[config.mk]
export PLATFORM = sky130hd
export DESIGN_NAME = eirq_ctrl
export DESIGN_NICKNAME = d
export VERILOG_FILES = /design/src/rtl/eirq_pkg.sv /design/src/rtl/eirq_ctrl.sv /design/src/rtl/eirq_vec_fmt.sv /design/src/rtl/eirq_avs.sv
export SDC_FILE = /design/constraint.sdc
export NUM_CORES = 1
export LEC_CHECK = 0
export ABC_AREA = 1
export CORE_MARGIN = 2
export CORE_UTILIZATION = 24
export CTS_BUF_LIST = sky130_fd_sc_hd__clkbuf_8 sky130_fd_sc_hd__clkbuf_16
export DETAILED_ROUTE_END_ITERATION = 8
export DONT_BUFFER_PORTS = 1
export GPL_TIMING_DRIVEN = 1
export PLACE_DENSITY = 0.36
export SYNTH_ARGS = -nofsm -noshare
export SYNTH_HDL_FRONTEND = slang
export SYNTH_SLANG_ARGS = --single-unit
[constraint.sdc]
create_clock -name mclk -period 3.9 [get_ports mclk]
set_clock_uncertainty 0.15 [all_clocks]
set_input_delay 0.585 -clock mclk [delete_from_list [all_inputs] [get_ports mclk]]
set_output_delay 0.585 -clock mclk [all_outputs]
set_load 0.02 [all_outputs]
[src/rtl/eirq_pkg.sv]
// Package of constants and helpers for the interrupt request controller
package eirq_pkg;
	// ==========================================
	// Register offsets (byte addresses)
	localparam logic [3:0] CMD_OFS = 4'h0;
	localparam logic [3:0] STATUS_OFS = 4'h4;
	localparam logic [3:0] COUNT_OFS = 4'h8;
	localparam logic [3:0] MASK_OFS = 4'hC;
	// ==========================================
	// Command fields
	localparam int CMD_VEC_LSB = 0;
	localparam int CMD_RAISE_BIT = 8;
	// ==========================================
	// Status fields
	localparam int ST_BUSY_BIT = 0;
	localparam int ST_RAISED_BIT = 1;
	localparam int ST_REFUSED_BIT = 2;
	localparam int ST_MSI_BIT = 3;
	localparam int ST_MSIX_BIT = 4;
	localparam int ST_INTDIS_BIT = 5;
	localparam int ST_MMEN_LSB = 8;
	// ==========================================
	// Reset values and build settings
	localparam logic [31:0] MASK_RESET = 32'h0000_0000;
	localparam logic [15:0] COUNT_RESET = 16'h0000;
	localparam logic [7:0] LINE_A_VEC = 8'h00;
	localparam logic [2:0] MM_CAPABLE = 3'h5;
	localparam logic [2:0] MM_MAX = 3'h5;

	typedef enum {EIRQ_IDLE, EIRQ_WAIT} eirq_state_e;

	// Number of overridable vector bits
	function automatic logic [2:0] eirq_vec_bits(input logic [2:0] mmen);
		logic [2:0] b;
		b = (mmen < MM_CAPABLE) ? mmen : MM_CAPABLE;
		if (b > MM_MAX) begin
			b = MM_MAX;
		end
		return b;
	endfunction

	// Mask of the low vector bits
	function automatic logic [7:0] eirq_low_mask(input logic [2:0] bits);
		logic [8:0] m;
		m = (9'h001 << bits) - 9'h001;
		return m[7:0];
	endfunction

	// Byte-enable merge of a register word
	function automatic logic [31:0] eirq_be_merge(input logic [31:0] old,
		input logic [31:0] nw, input logic [3:0] be);
		logic [31:0] r;
		r = old;
		for (int i = 0; i < 4; i++) begin
			if (be[i]) begin
				r[i*8 +: 8] = nw[i*8 +: 8];
			end
		end
		return r;
	endfunction
endpackage

[src/rtl/eirq_ctrl.sv]
// Interrupt request controller driving the endpoint interrupt port
// Notes on behaviour
// - Legacy raise drives request high with raise select high, line on vector.
// - Device pulses accept on legacy raise; request drops the next cycle.
// - Withdrawal drives request with raise select low and the same line.
// - Device accepts withdrawal, sends line-A deassert; request drops next cycle.
// - Legacy vector 00h is line A; other values unsupported, only 00h sent.
// - MSI raises request with vector number when multi-vector enabled.
// - Device accepts MSI, sends one write; request drops next cycle.
// - Vector is zero-padded above the vector number; 000b means zero.
// - With per-vector masking, never signal a masked vector.
// - In MSI-X mode messages go on the transmit stream, not here.
//
// The register addresses and register access over Avalon-MM are this design's own decisions.
`timescale 1ns/10ps
module eirq_ctrl (
	input wire logic mclk,
	input wire logic rstn,
	input wire logic [3:0] avs_address,
	input wire logic avs_read,
	input wire logic avs_write,
	input wire logic [31:0] avs_writedata,
	input wire logic [3:0] avs_byteenable,
	output logic [31:0] avs_readdata,
	output logic avs_waitrequest,
	output logic irq_req,
	output logic irq_assert_sel,
	output logic [7:0] irq_vector_in,
	input wire logic irq_accept,
	input wire logic msi_mode,
	input wire logic msix_mode,
	input wire logic [2:0] mm_enable,
	input wire logic intr_disable
);
	eirq_pkg::eirq_state_e state_reg;
	eirq_pkg::eirq_state_e state_next;
	logic req_reg;
	logic req_next;
	logic sel_reg;
	logic sel_next;
	logic [7:0] vec_reg;
	logic [7:0] vec_next;
	logic legacy_reg;
	logic legacy_next;
	logic [2:0] bits_reg;
	logic [2:0] bits_next;
	logic raised_reg;
	logic raised_next;
	logic refused_reg;
	logic refused_next;
	logic [15:0] count_reg;
	logic [15:0] count_next;
	logic [31:0] mask_reg;
	logic [31:0] mask_next;
	logic [31:0] rd_data;
	logic wr_stb;
	logic [7:0] fmt_vec;
	logic [2:0] fmt_bits;
	logic cmd_wr;
	logic cmd_masked;
	logic cmd_ok;
	logic [31:0] cmd_word;

	// ==========================================
	// Bus front end and vector formatting
	eirq_avs u_avs (
		.mclk(mclk),
		.rstn(rstn),
		.avs_read(avs_read),
		.avs_write(avs_write),
		.rd_data(rd_data),
		.avs_readdata(avs_readdata),
		.avs_waitrequest(avs_waitrequest),
		.wr_stb(wr_stb)
	);

	assign cmd_word = eirq_pkg::eirq_be_merge(32'h0000_0000, avs_writedata,
		avs_byteenable);

	eirq_vec_fmt u_fmt (
		.msi_mode(msi_mode),
		.mm_enable(mm_enable),
		.raw_vec(cmd_word[eirq_pkg::CMD_VEC_LSB +: 8]),
		.vec(fmt_vec),
		.bits(fmt_bits)
	);

	// ==========================================
	// Read mux
	always_comb begin
		rd_data = 32'h0000_0000;
		if (avs_address == eirq_pkg::CMD_OFS) begin
			rd_data[eirq_pkg::CMD_VEC_LSB +: 8] = vec_reg;
			rd_data[eirq_pkg::CMD_RAISE_BIT] = sel_reg;
		end else if (avs_address == eirq_pkg::STATUS_OFS) begin
			rd_data[eirq_pkg::ST_BUSY_BIT] = (state_reg != eirq_pkg::EIRQ_IDLE);
			rd_data[eirq_pkg::ST_RAISED_BIT] = raised_reg;
			rd_data[eirq_pkg::ST_REFUSED_BIT] = refused_reg;
			rd_data[eirq_pkg::ST_MSI_BIT] = msi_mode;
			rd_data[eirq_pkg::ST_MSIX_BIT] = msix_mode;
			rd_data[eirq_pkg::ST_INTDIS_BIT] = intr_disable;
			rd_data[eirq_pkg::ST_MMEN_LSB +: 3] = mm_enable;
		end else if (avs_address == eirq_pkg::COUNT_OFS) begin
			rd_data[15:0] = count_reg;
		end else if (avs_address == eirq_pkg::MASK_OFS) begin
			rd_data = mask_reg;
		end
	end

	// ==========================================
	// Request sequencer
	always_comb begin
		cmd_wr = wr_stb && (avs_address == eirq_pkg::CMD_OFS);
		cmd_masked = msi_mode && mask_reg[fmt_vec[4:0]];
		cmd_ok = (state_reg == eirq_pkg::EIRQ_IDLE) && !msix_mode
			&& !cmd_masked;
		state_next = state_reg;
		req_next = req_reg;
		sel_next = sel_reg;
		vec_next = vec_reg;
		legacy_next = legacy_reg;
		bits_next = bits_reg;
		raised_next = raised_reg;
		count_next = count_reg;
		refused_next = refused_reg;
		mask_next = mask_reg;
		if (wr_stb && (avs_address == eirq_pkg::STATUS_OFS)
			&& avs_byteenable[0] && avs_writedata[eirq_pkg::ST_REFUSED_BIT]) begin
			refused_next = 1'b0;
		end
		if (wr_stb && (avs_address == eirq_pkg::MASK_OFS)) begin
			mask_next = eirq_pkg::eirq_be_merge(mask_reg, avs_writedata,
				avs_byteenable);
		end
		case (state_reg)
			eirq_pkg::EIRQ_IDLE: begin
				if (cmd_wr && cmd_ok) begin
					state_next = eirq_pkg::EIRQ_WAIT;
					req_next = 1'b1;
					sel_next = !msi_mode
						&& cmd_word[eirq_pkg::CMD_RAISE_BIT];
					vec_next = fmt_vec;
					legacy_next = !msi_mode;
					bits_next = fmt_bits;
				end
			end
			eirq_pkg::EIRQ_WAIT: begin
				if (irq_accept) begin
					state_next = eirq_pkg::EIRQ_IDLE;
					req_next = 1'b0;
					count_next = count_reg + 16'h0001;
					if (legacy_reg) begin
						raised_next = sel_reg;
					end
				end
			end
			default: begin
				state_next = eirq_pkg::EIRQ_IDLE;
			end
		endcase
		if (cmd_wr && !cmd_ok) begin
			refused_next = 1'b1;
		end
	end

	always_ff @(posedge mclk) begin
		if (!rstn) begin
			state_reg <= eirq_pkg::EIRQ_IDLE;
			req_reg <= 1'b0;
			sel_reg <= 1'b0;
			vec_reg <= eirq_pkg::LINE_A_VEC;
			legacy_reg <= 1'b1;
			bits_reg <= 3'h0;
			raised_reg <= 1'b0;
			refused_reg <= 1'b0;
			count_reg <= eirq_pkg::COUNT_RESET;
			mask_reg <= eirq_pkg::MASK_RESET;
		end else begin
			state_reg <= state_next;
			req_reg <= req_next;
			sel_reg <= sel_next;
			vec_reg <= vec_next;
			legacy_reg <= legacy_next;
			bits_reg <= bits_next;
			raised_reg <= raised_next;
			refused_reg <= refused_next;
			count_reg <= count_next;
			mask_reg <= mask_next;
		end
	end

	assign irq_req = req_reg;
	assign irq_assert_sel = sel_reg;
	assign irq_vector_in = vec_reg;

	// ==========================================
	// Checks
	AST_RAISE_HOLD: assert property (@(posedge mclk)
		disable iff (!rstn)
		irq_req && !irq_accept |=> irq_req && $stable(irq_vector_in)
			&& $stable(irq_assert_sel))
		else $error("request changed before accept");
	AST_RAISE_DROP: assert property (@(posedge mclk)
		disable iff (!rstn)
		irq_accept && irq_req && irq_assert_sel |=> !irq_req)
		else $error("raise request not dropped");
	AST_WITHDRAW_LINE: assert property (@(posedge mclk)
		disable iff (!rstn)
		irq_req && legacy_reg && !irq_assert_sel |-> irq_vector_in == 8'h00)
		else $error("withdrawal on wrong line");
	AST_WITHDRAW_DROP: assert property (@(posedge mclk)
		disable iff (!rstn)
		irq_accept && irq_req && !irq_assert_sel |=> !irq_req)
		else $error("withdraw request not dropped");
	AST_LEGACY_VEC: assert property (@(posedge mclk)
		disable iff (!rstn)
		irq_req && legacy_reg |-> irq_vector_in == 8'h00)
		else $error("legacy vector not line A");
	AST_MSI_DROP: assert property (@(posedge mclk)
		disable iff (!rstn)
		irq_accept && irq_req && !legacy_reg |=>
			!irq_req && state_reg == eirq_pkg::EIRQ_IDLE)
		else $error("MSI request not dropped");
	AST_MSI_PAD: assert property (@(posedge mclk)
		disable iff (!rstn)
		irq_req && !legacy_reg |->
			(irq_vector_in & ~eirq_pkg::eirq_low_mask(bits_reg)) == 8'h00)
		else $error("vector not zero padded");
	AST_MSI_MASK: assert property (@(posedge mclk)
		disable iff (!rstn)
		$rose(irq_req) |-> !$past(cmd_masked))
		else $error("masked vector signalled");
	AST_MSIX_QUIET: assert property (@(posedge mclk)
		disable iff (!rstn)
		$rose(irq_req) |-> !$past(msix_mode))
		else $error("request raised in MSI-X mode");
	AST_ONE_ACCEPT: assert property (@(posedge mclk)
		disable iff (!rstn)
		irq_accept && state_reg == eirq_pkg::EIRQ_WAIT |=>
			state_reg == eirq_pkg::EIRQ_IDLE && !irq_req)
		else $error("accept not closing request");
	AST_MSI_SEL_LOW: assert property (@(posedge mclk)
		disable iff (!rstn)
		irq_req && !legacy_reg |-> !irq_assert_sel)
		else $error("select raised in MSI mode");
	AST_IDLE_QUIET: assert property (@(posedge mclk)
		disable iff (!rstn)
		state_reg == eirq_pkg::EIRQ_IDLE |-> !irq_req)
		else $error("request high while idle");
	AST_WAIT_HELD: assert property (@(posedge mclk)
		disable iff (!rstn)
		state_reg == eirq_pkg::EIRQ_WAIT |-> irq_req)
		else $error("request low while waiting");
	AST_COUNT_STEP: assert property (@(posedge mclk)
		disable iff (!rstn)
		irq_accept && irq_req |=>
			count_reg == $past(count_reg) + 16'h0001)
		else $error("accept not counted");
	AST_COUNT_HOLD: assert property (@(posedge mclk)
		disable iff (!rstn)
		!(irq_accept && irq_req) |=> $stable(count_reg))
		else $error("count moved without accept");
	AST_TAKE_VEC: assert property (@(posedge mclk)
		disable iff (!rstn)
		$rose(irq_req) |-> irq_vector_in == $past(fmt_vec))
		else $error("vector not the formatted one");
	AST_TAKE_ONLY: assert property (@(posedge mclk)
		disable iff (!rstn)
		$rose(irq_req) |-> $past(cmd_wr) && $past(cmd_ok))
		else $error("request raised without command");
	AST_REFUSE_FLAG: assert property (@(posedge mclk)
		disable iff (!rstn)
		cmd_wr && !cmd_ok |=> refused_reg)
		else $error("refused command not flagged");
	AST_REFUSE_QUIET: assert property (@(posedge mclk)
		disable iff (!rstn)
		cmd_wr && !cmd_ok && !irq_req |=> !irq_req)
		else $error("refused command raised request");
	AST_LEGACY_RAISED: assert property (@(posedge mclk)
		disable iff (!rstn)
		irq_accept && irq_req && legacy_reg |=>
			raised_reg == $past(irq_assert_sel))
		else $error("raised flag not following accept");
	AST_MSI_RAISED: assert property (@(posedge mclk)
		disable iff (!rstn)
		irq_accept && irq_req && !legacy_reg |=> $stable(raised_reg))
		else $error("raised flag moved by MSI");
	AST_MODE_LATCH: assert property (@(posedge mclk)
		disable iff (!rstn)
		$rose(irq_req) |-> legacy_reg == !$past(msi_mode))
		else $error("mode not latched at command");
	AST_MSI_WIDTH: assert property (@(posedge mclk)
		disable iff (!rstn)
		irq_req && !legacy_reg |-> bits_reg <= eirq_pkg::MM_CAPABLE)
		else $error("vector width above capability");
	AST_SINGLE_VEC: assert property (@(posedge mclk)
		disable iff (!rstn)
		irq_req && !legacy_reg && bits_reg == 3'h0 |->
			irq_vector_in == 8'h00)
		else $error("single vector not zero");
endmodule

[src/rtl/eirq_vec_fmt.sv]
// Vector formatting for legacy and MSI requests
`timescale 1ns/10ps
module eirq_vec_fmt (
	input wire logic msi_mode,
	input wire logic [2:0] mm_enable,
	input wire logic [7:0] raw_vec,
	output logic [7:0] vec,
	output logic [2:0] bits
);
	// ==========================================
	// Legacy forces line A, MSI pads with zeros
	always_comb begin
		bits = 3'h0;
		if (!msi_mode) begin
			vec = eirq_pkg::LINE_A_VEC;
		end else begin
			bits = eirq_pkg::eirq_vec_bits(mm_enable);
			vec = raw_vec & eirq_pkg::eirq_low_mask(bits);
		end
	end
endmodule

[src/rtl/eirq_avs.sv]
// Avalon-MM slave front end with one wait cycle
`timescale 1ns/10ps
module eirq_avs (
	input wire logic mclk,
	input wire logic rstn,
	input wire logic avs_read,
	input wire logic avs_write,
	input wire logic [31:0] rd_data,
	output logic [31:0] avs_readdata,
	output logic avs_waitrequest,
	output logic wr_stb
);
	logic ack_reg;
	logic ack_next;
	logic [31:0] rdata_reg;
	logic [31:0] rdata_next;
	logic wait_reg;
	logic wait_next;

	// ==========================================
	// Answer one cycle after the request
	always_comb begin
		ack_next = (avs_read || avs_write) && !ack_reg;
		wait_next = !ack_next;
		rdata_next = rdata_reg;
		if (avs_read && !ack_reg) begin
			rdata_next = rd_data;
		end
	end

	always_ff @(posedge mclk) begin
		if (!rstn) begin
			ack_reg <= 1'b0;
			wait_reg <= 1'b1;
			rdata_reg <= 32'h0000_0000;
		end else begin
			ack_reg <= ack_next;
			wait_reg <= wait_next;
			rdata_reg <= rdata_next;
		end
	end

	assign avs_waitrequest = wait_reg;
	assign avs_readdata = rdata_reg;
	assign wr_stb = ack_reg && avs_write;

	AST_BUS_ONE_WAIT: assert property (@(posedge mclk) disable iff (!rstn)
		(avs_read || avs_write) && avs_waitrequest |=> !avs_waitrequest)
		else $error("bus answer late");
endmodule

==> results of run 1 <==
## logic make-up after synthesis
family          Yosys count  synth area share [%]
flops                    95                  45.1
fa+ha+maj                 1                 0.297
compound gates          146                  18.6
simple gates            258                  27.5
xor+xnor                  2                 0.416
buf+inv                  84                  8.07
## worst min-delay path by stage
stage                from    endpoint  cells after the start
2_1_floorplan  legacy_reg  legacy_reg                      2
3_3_place_gp   legacy_reg  legacy_reg                      2
3_5_place_dp   legacy_reg  legacy_reg                      2
4_1_cts              rstn  legacy_reg                      1
5_1_grt              rstn  legacy_reg                      1
6_report             rstn  legacy_reg                      1
## placed cells by master (no fill, tap or decap), types with 5 or more instances in the layout
cell,Yosys,routed
sky130_fd_sc_hd__o21ai_1,10,10
sky130_fd_sc_hd__inv_2,12,12
sky130_fd_sc_hd__nor3_1,8,8
sky130_fd_sc_hd__nand3_1,60,60
sky130_fd_sc_hd__a21oi_1,56,56
sky130_fd_sc_hd__nor2_1,72,71
sky130_fd_sc_hd__o21ai_0,55,55
sky130_fd_sc_hd__clkbuf_16,0,9
sky130_fd_sc_hd__o22ai_1,7,7
sky130_fd_sc_hd__inv_1,45,46
sky130_fd_sc_hd__nand2_1,101,101
sky130_fd_sc_hd__a31oi_1,8,8
sky130_fd_sc_hd__dfxtp_1,95,95
sky130_fd_sc_hd__a221oi_1,5,5
## stage by stage
step | instances | hold WS, ns | total power (W) | instance area, um2
after floorplan | 586 | 0.279 | 0.00113 | 4220
after global placement | 788 | 0.292 | 0.00114 | 4400
after detailed placement | 788 | 0.295 | 0.00115 | 4400
after CTS | 804 | 0.152 | 0.00211 | 4720
after global routing | 804 | 0.164 | 0.00217 | 4720
final | 805 | 0.177 | 0.00208 | 4720
## layer usage
layer,track usage [%],vias to the layer above,part of all wire (%)
li1,-,1947,-
met1,20.6,1725,46
met2,23.4,79,45
met3,4.19,17,6.5
met4,6.71,0,2.1
met5,0,-,0
## report_power, final
| group | internal (W) | switching [W] | leakage (nW) |
|---|---|---|---|
| logic | 0.0000283 | 0.0000708 | 0.688 |
| registers | 0.000989 | 0.0000329 | 0.770 |
| clock network | 0.000557 | 0.000401 | 0.153 |
| total | 0.00157 | 0.000504 | 1.61 |
## final cells by class
cell class / instances / area [um2] / area share, %
clock inverter: 7 / 88.8 / 1.88
multi-input combinational: 407 / 1980 / 42.0
tap: 225 / 282 / 5.97
timing repair buffer: 2 / 15.0 / 0.318
clock buffer: 9 / 225 / 4.77
inverter: 59 / 223 / 4.72
antenna: 1 / 2.50 / 0.0530
sequential: 95 / 1900 / 40.3
## worst max-delay path, delay by kind of cell
kind               cells  cell delay (ns)
and+or+nand+nor        4             1.76
AOI/OAI and AO/OA      2             0.34
==> results list, run 1 <==
- The later pin in the worst-skew pair is clocked with a latency of 0.36 ns.
- Buffers from clock root to sink, at most: 2
- Max-slew violation count: 0
- Number of sinks on the clock net: 95
- The most used flip-flop cell after synthesis is sky130_fd_sc_hd__dfxtp_1.
* Worst setup timing slack at the placement stage: 0.887 ns
* Detailed-route vias per instance: 4.68
- Traced cell by cell, the critical path runs through nor2_1 -> nand3_1 -> nor2_1 -> nand2_1 -> o21ai_0 -> a21oi_1.
* Kind of critical path: primary input to register
- Area growth, synth to finish: 11.9%
* Height of the chip: 137 um
- Number of library cell types mapped by synthesis: 35
- Critical Path AT: 2.69 ns
- During synthesis, Yosys emitted a total of 0 warnings.
- Global-route wire length before repair: 21,600 um
- In this run the post-CTS setup repair buffer count came out at 0.
- Final GP Congestion: 0.827
* Nets in the synthesized netlist: 638
- Across the run, the number of max-cap violations was 0.
- In this run the worst path has a maximum fanout of 15.
- Post-synth EDFFs: 0
- Endpoint type of the worst setup path: register
* Half-perimeter wire length after placement: 10,100 um
- Number of global-route vias before repair: 3,818
- sky130_fd_sc_hd__nand2_1 is the most common cell in the netlist.
- Counting I/O delays and the setup requirement, the final critical path takes 2.60 ns.
- DRT Pass-1 Iters: 4
- Floorplan row count: 48
- At the pin with the least slew margin, the transition time is 0.835 ns.
- The floorplan step defined a die boundary enclosing 18,600 um2.
- Port bufs: 0
- Global routing consumed, over all layers together, 15.5% of the routing resources.
- In this design, the stage delay of the slowest critical-path cell is 0.53 ns.
- Vias after detailed routing: 3,768
- Final hold vios: 0
- In this run the worst hold path is classified as primary input to register.
- DRC violation total after the first TritonRoute iteration: 261
* CTS resizes: 0
- The H-tree was split into 3 levels.
- Entering global routing, the biggest net connects 75 pins.
- The cell area that synthesis handed to floorplanning was 4220 um2.
- In the final routed layout, each cell accounts on average for 16.9 um.
- Headroom to the max-slew limit came out at 44.3%.
- Counting the fill cells in the layout gives 1,919.
* Setup repair after global routing missed its margin: no
- Top post-synthesis cells by area: sky130_fd_sc_hd__dfxtp_1, sky130_fd_sc_hd__nand2_1, sky130_fd_sc_hd__nand3_1
- For this design the ratio of total power to cell area is 441 nW/um2.
- Post-Synthesis Mean Instance Area: 7.20 um2
* Share of final-layout standard cells stronger than drive strength 1: 7.60%
* Number of nets in the final layout: 626
- Of the synthesized area, sequential elements account for 45.1%.
- Counting flops and latches in the post-synthesis netlist gives 95.
- After detailed routing, the total wire length is 13,600 um.
- Top-area cell type share of the netlist area: 45.1%
* Cell type of the slowest stage on the worst timing path: sky130_fd_sc_hd__nand3_1
- Synthesis handed over a netlist of 586 instances.
* Maximum vdd ir drop: 0.000245 V
- TritonCTS clock tree: done
* Share of async-settable or async-resettable flops after synthesis: 0%
- TritonCTS created 9 clock buffers.
- Clock-pin slew was measured on the worst setup and hold paths at 0.07 ns.
* GRT Residual Overflow: 0
- Core footprint: 17,200 um2
- Worst reg2reg path startpoint: irq_req
- By count the netlist is led by sky130_fd_sc_hd__nand2_1, sky130_fd_sc_hd__dfxtp_1, sky130_fd_sc_hd__nor2_1.
* Final setup viols: 0
- Depth of the worst register-to-register path: 13
- In this run the critical register-to-register path is captured at count_reg[15].
- Number of DRC violations after detailed routing: 0
- Critical Path Start Type: primary input
- The initial antenna violation count is 0.
- Status: complete, no violations
* End point of the critical path: mask_reg[10]
- The critical path starts at avs_address[1].
* Top Ports: 94
- Initial Utilization: 24.5%
- Sum Neg Setup Slack: 0 ns
* PnR worst setup slack: 1.30 ns
- CTS root buffer: sky130_fd_sc_hd__clkbuf_16
* Post-route clock period utilization: 66.7%
- In this design, the critical path's most frequently occurring cell is sky130_fd_sc_hd__nor2_1.
* Top cell type by total area after synthesis: sky130_fd_sc_hd__dfxtp_1
* Highest achievable clock rate: 384 MHz
- STA puts the critical path data required time at 3.99 ns.
* Share of the core filled with cells in the final layout: 27.4%
* Final ANT Viol Nets: 0
- Post-CTS Hold Fix Bufs: 0
- Die Wd: 137 um
* Slack of the worst reg-to-reg path: 1.45 ns
- Leakage: 1.61 nW
No activity file was read; power rests on OpenSTA's default activity.
==> run 2: changes to the inputs <==
==> constraint.sdc (replaced) <==
create_clock -name mclk -period 2.55 [get_ports mclk]
set_clock_uncertainty 0.15 [all_clocks]
set_input_delay 0.3825 -clock mclk [delete_from_list [all_inputs] [get_ports mclk]]
set_output_delay 0.3825 -clock mclk [all_outputs]
set_load 0.02 [all_outputs]
==> results list, run 2 (synthesized netlist as in run 1, its figures left out) <==
- The flow ran to the end, and the final reports show no timing, DRC or antenna violations.
- The average vias per placed instance is 4.69 (about the same).
* Height of the chip: 137 um (unchanged)
- Post-route clock period utilization: 81.2%
- Critical Path AT: 2.13 ns (-0.56 ns)
- The die span in x came to 137 um (unchanged).
* Number of global-route vias before repair: 3,709 (-2.9%)
* CTS resizes: 0 (unchanged)
- Endpoint type of the worst setup path: register
- The peak supply drop came to 0.000307 V (+25%).
- Leakage: 1.67 nW (+3.6%)
* Switching part of the total power: 24.1% (-0.12 points)
* Initial Utilization: 24.5% (unchanged)
* Endpoint of the worst-slack reg-to-reg timing path: count_reg[14]
- Share of power burned in the clock network: 44.8% (-1.3 points)
- The final-report setup violation count was 0 (unchanged).
- The count of routing violations after the opening detailed-route iteration came to 185 (-29%).
- Final Routed Wirelength: 13,700 um (+0.80%)
- End point of the critical path: count_reg[14]
* Placed Instances: 799 (+1.4%)
- Kind of critical path: register to register
- The transition at the pin with the smallest max-transition slack was 0.806 ns (-0.0287 ns).
- The area of the core region is 17,200 um2 (unchanged).
* Clock edge transition at the registers on the reported setup and hold paths: 0.07 ns (about the same)
- Critical Path Start Type: register
- The clock latency of the later-clocked register in the worst-skew pair is 0.35 ns (about the same).
- Sum Neg Setup Slack: 0 ns (unchanged)
- CTS root buffer: sky130_fd_sc_hd__clkbuf_16
- Remaining max-slew budget at the tightest pin: 46.2% (+1.9 points)
- Area growth, synth to finish: 13.9%
- The net count of the finished layout came to 638 (+1.9%).
* Chain of cells forming the critical path: ha_1 -> nand3_1 -> nor2_1 -> nand2_1 -> nor2_1 -> nand3_1 -> nor3_2 -> nand4_1 -> xor2_1 -> nor2_1
* Top Ports: 94 (unchanged)
- The slowest stage of the critical path belongs to the cell sky130_fd_sc_hd__dfxtp_1.
- Worst min path class: primary input to register
- The final RePlAce weighted congestion came to 0.818 (-1.1%).
- Final hold vios: 0 (unchanged)
- Tmin final: 2.07 ns
* Half-perimeter wire length after placement: 10,200 um (+1.3%)
- The combinational group share of total power came to 5.2% (+0.4 points).
- Most frequent CP cell: sky130_fd_sc_hd__nor2_1
- Global Route Usage Sum: 15.0% (-0.48 points)
* Max-slew violation count: 0 (unchanged)
- The quantity of hold-fixing buffers added after cts is 1 (+1).
- The pin count of the biggest net entering global routing was 67 (-11%).
- Max Fanout on Critical Path: 4 (-11)
- Power Internal: 0.00238 W (+51%)
* Depth of the worst register-to-register path: 10 (-3)
* Routed length per placed instance: 16.8 um (-0.56%)
* Post-CTS repair timing setup buffer count: 0 (unchanged)
- Setup repair after global routing missed its margin: no
* TritonCTS clock tree: done
* Port bufs: 0 (unchanged)
* Final ANT Viol Nets: 0 (unchanged)
* Number of DRC violations after detailed routing: 0 (unchanged)
- The final worst slack is 0.480 ns (-0.816 ns).
- Global-route wire length before repair: 21,000 um (-2.8%)
- The maximum buffer depth of the clock tree is 2 (unchanged).
* Number of levels in the clock H-tree: 3 (unchanged)
- Share of final-layout standard cells stronger than drive strength 1: 9.48% (+1.9 points)
* DRT Pass-1 Iters: 4 (unchanged)
- Initial antenna violation count: 0 (unchanged)
- GRT Residual Overflow: 0 (unchanged)
- The worst setup slack before clock tree synthesis was 0.185 ns (-0.702 ns).
- Antenna Cells: 0 (-1)
- Leaving out fill and tap cells, the most frequent cells in the layout are sky130_fd_sc_hd__nand2_1, sky130_fd_sc_hd__dfxtp_1, sky130_fd_sc_hd__nor2_1.
- Number of sinks on the clock net: 95 (unchanged)
* Vias after detailed routing: 3,823 (+1.5%)
* Highest achievable clock rate: 483 MHz
- Die outline area: 18,600 um2 (unchanged)
- The final cell count without fillers came to 816 (+1.4%).
- The overall power consumption is 0.00313 W (+51%).
* Slack of the worst reg-to-reg path: 0.48 ns (-0.97 ns)
* Most common library cell in the layout ignoring fill and taps: sky130_fd_sc_hd__nand2_1
* Power per standard cell area: 652 nW/um2 (+48%)
- The maximum cell stage delay along the critical path is 0.35 ns (-0.18 ns).
- Total of fill cells in the finished design: 1,905 (-0.73%)
- The net switching power of the design came to 0.000756 W (+50%).
- Number of CTS-inserted buffers: 9 (unchanged)
- Floorplan row count: 48 (unchanged)
- Number of violations of the max-capacitance limit: 0 (unchanged)
- Worst reg2reg path startpoint: count_reg[0]
- The share of the core filled with cells in the final layout came to 27.9% (+0.49 points).
- Sequential power share: 49.9% (+0.7 points)
* Required time worst endpoint: 2.61 ns (-1.38 ns)
- Launch point of the critical path: count_reg[0]
==> run 2: per-stage QoR <==
stage               instance area, um2  hold slack (ns)
detailed placement                4490            0.303
global placement                  4490            0.303
finish                            4800           0.0191
CTS                               4800          0.00114
floorplan                         4220            0.279
global route                      4800           0.0216
==> run 2: critical path: cells and delay by family, from the launching register on <==
kind / cells / cell delay [ns]
simple gates: 8 / 1.09
xor+xnor: 1 / 0.16
fa+ha+maj: 1 / 0.17
flops: 1 / 0.35
==> run 2: final cells by class <==
| cell class | instances | area [um2] | area share [%] |
|---|---|---|---|
| Multi-Input combinational cell | 407 | 1980 | 41.2 |
| Clock buffer | 11 | 253 | 5.26 |
| Clock inverter | 5 | 56.3 | 1.17 |
| Inverter | 59 | 223 | 4.64 |
| Tap cell | 225 | 282 | 5.86 |
| Timing Repair Buffer | 14 | 108 | 2.24 |
| Sequential cell | 95 | 1900 | 39.6 |
==> run 2: power groups by stage <==
stage                     Sequential, W  Combinational, W  Clock [W]
after detailed placement        0.00160          0.000162          0
after global routing            0.00157          0.000187    0.00149
after floorplan                 0.00159          0.000130          0
after global placement          0.00160          0.000163          0
after CTS                       0.00156          0.000167    0.00146
final                           0.00156          0.000164    0.00140
==> run 2: per-layer routing <==
metal	share of wire, %	global-route usage, %	routed length [um]	vias to the layer above
met2	45	23.0	6160	98
li1	-	-	-	1967
met3	5.4	3.26	744	18
met1	47	20.1	6490	1740
met5	0	0	0	-
met4	2.3	6.71	309	0
==> run 2: worst min-delay path by stage <==
stage / to / from / depth (start not counted) / slack (ns)
after global routing: raised_reg / rstn / 2 / 0.02
final: u_avs.avs_readdata[5] / rstn / 2 / 0.02
after CTS: count_reg[2] / rstn / 2 / 0.001
after floorplan: legacy_reg / legacy_reg / 2 / 0.28
after detailed placement: legacy_reg / legacy_reg / 2 / 0.30
after global placement: raised_reg / raised_reg / 2 / 0.30
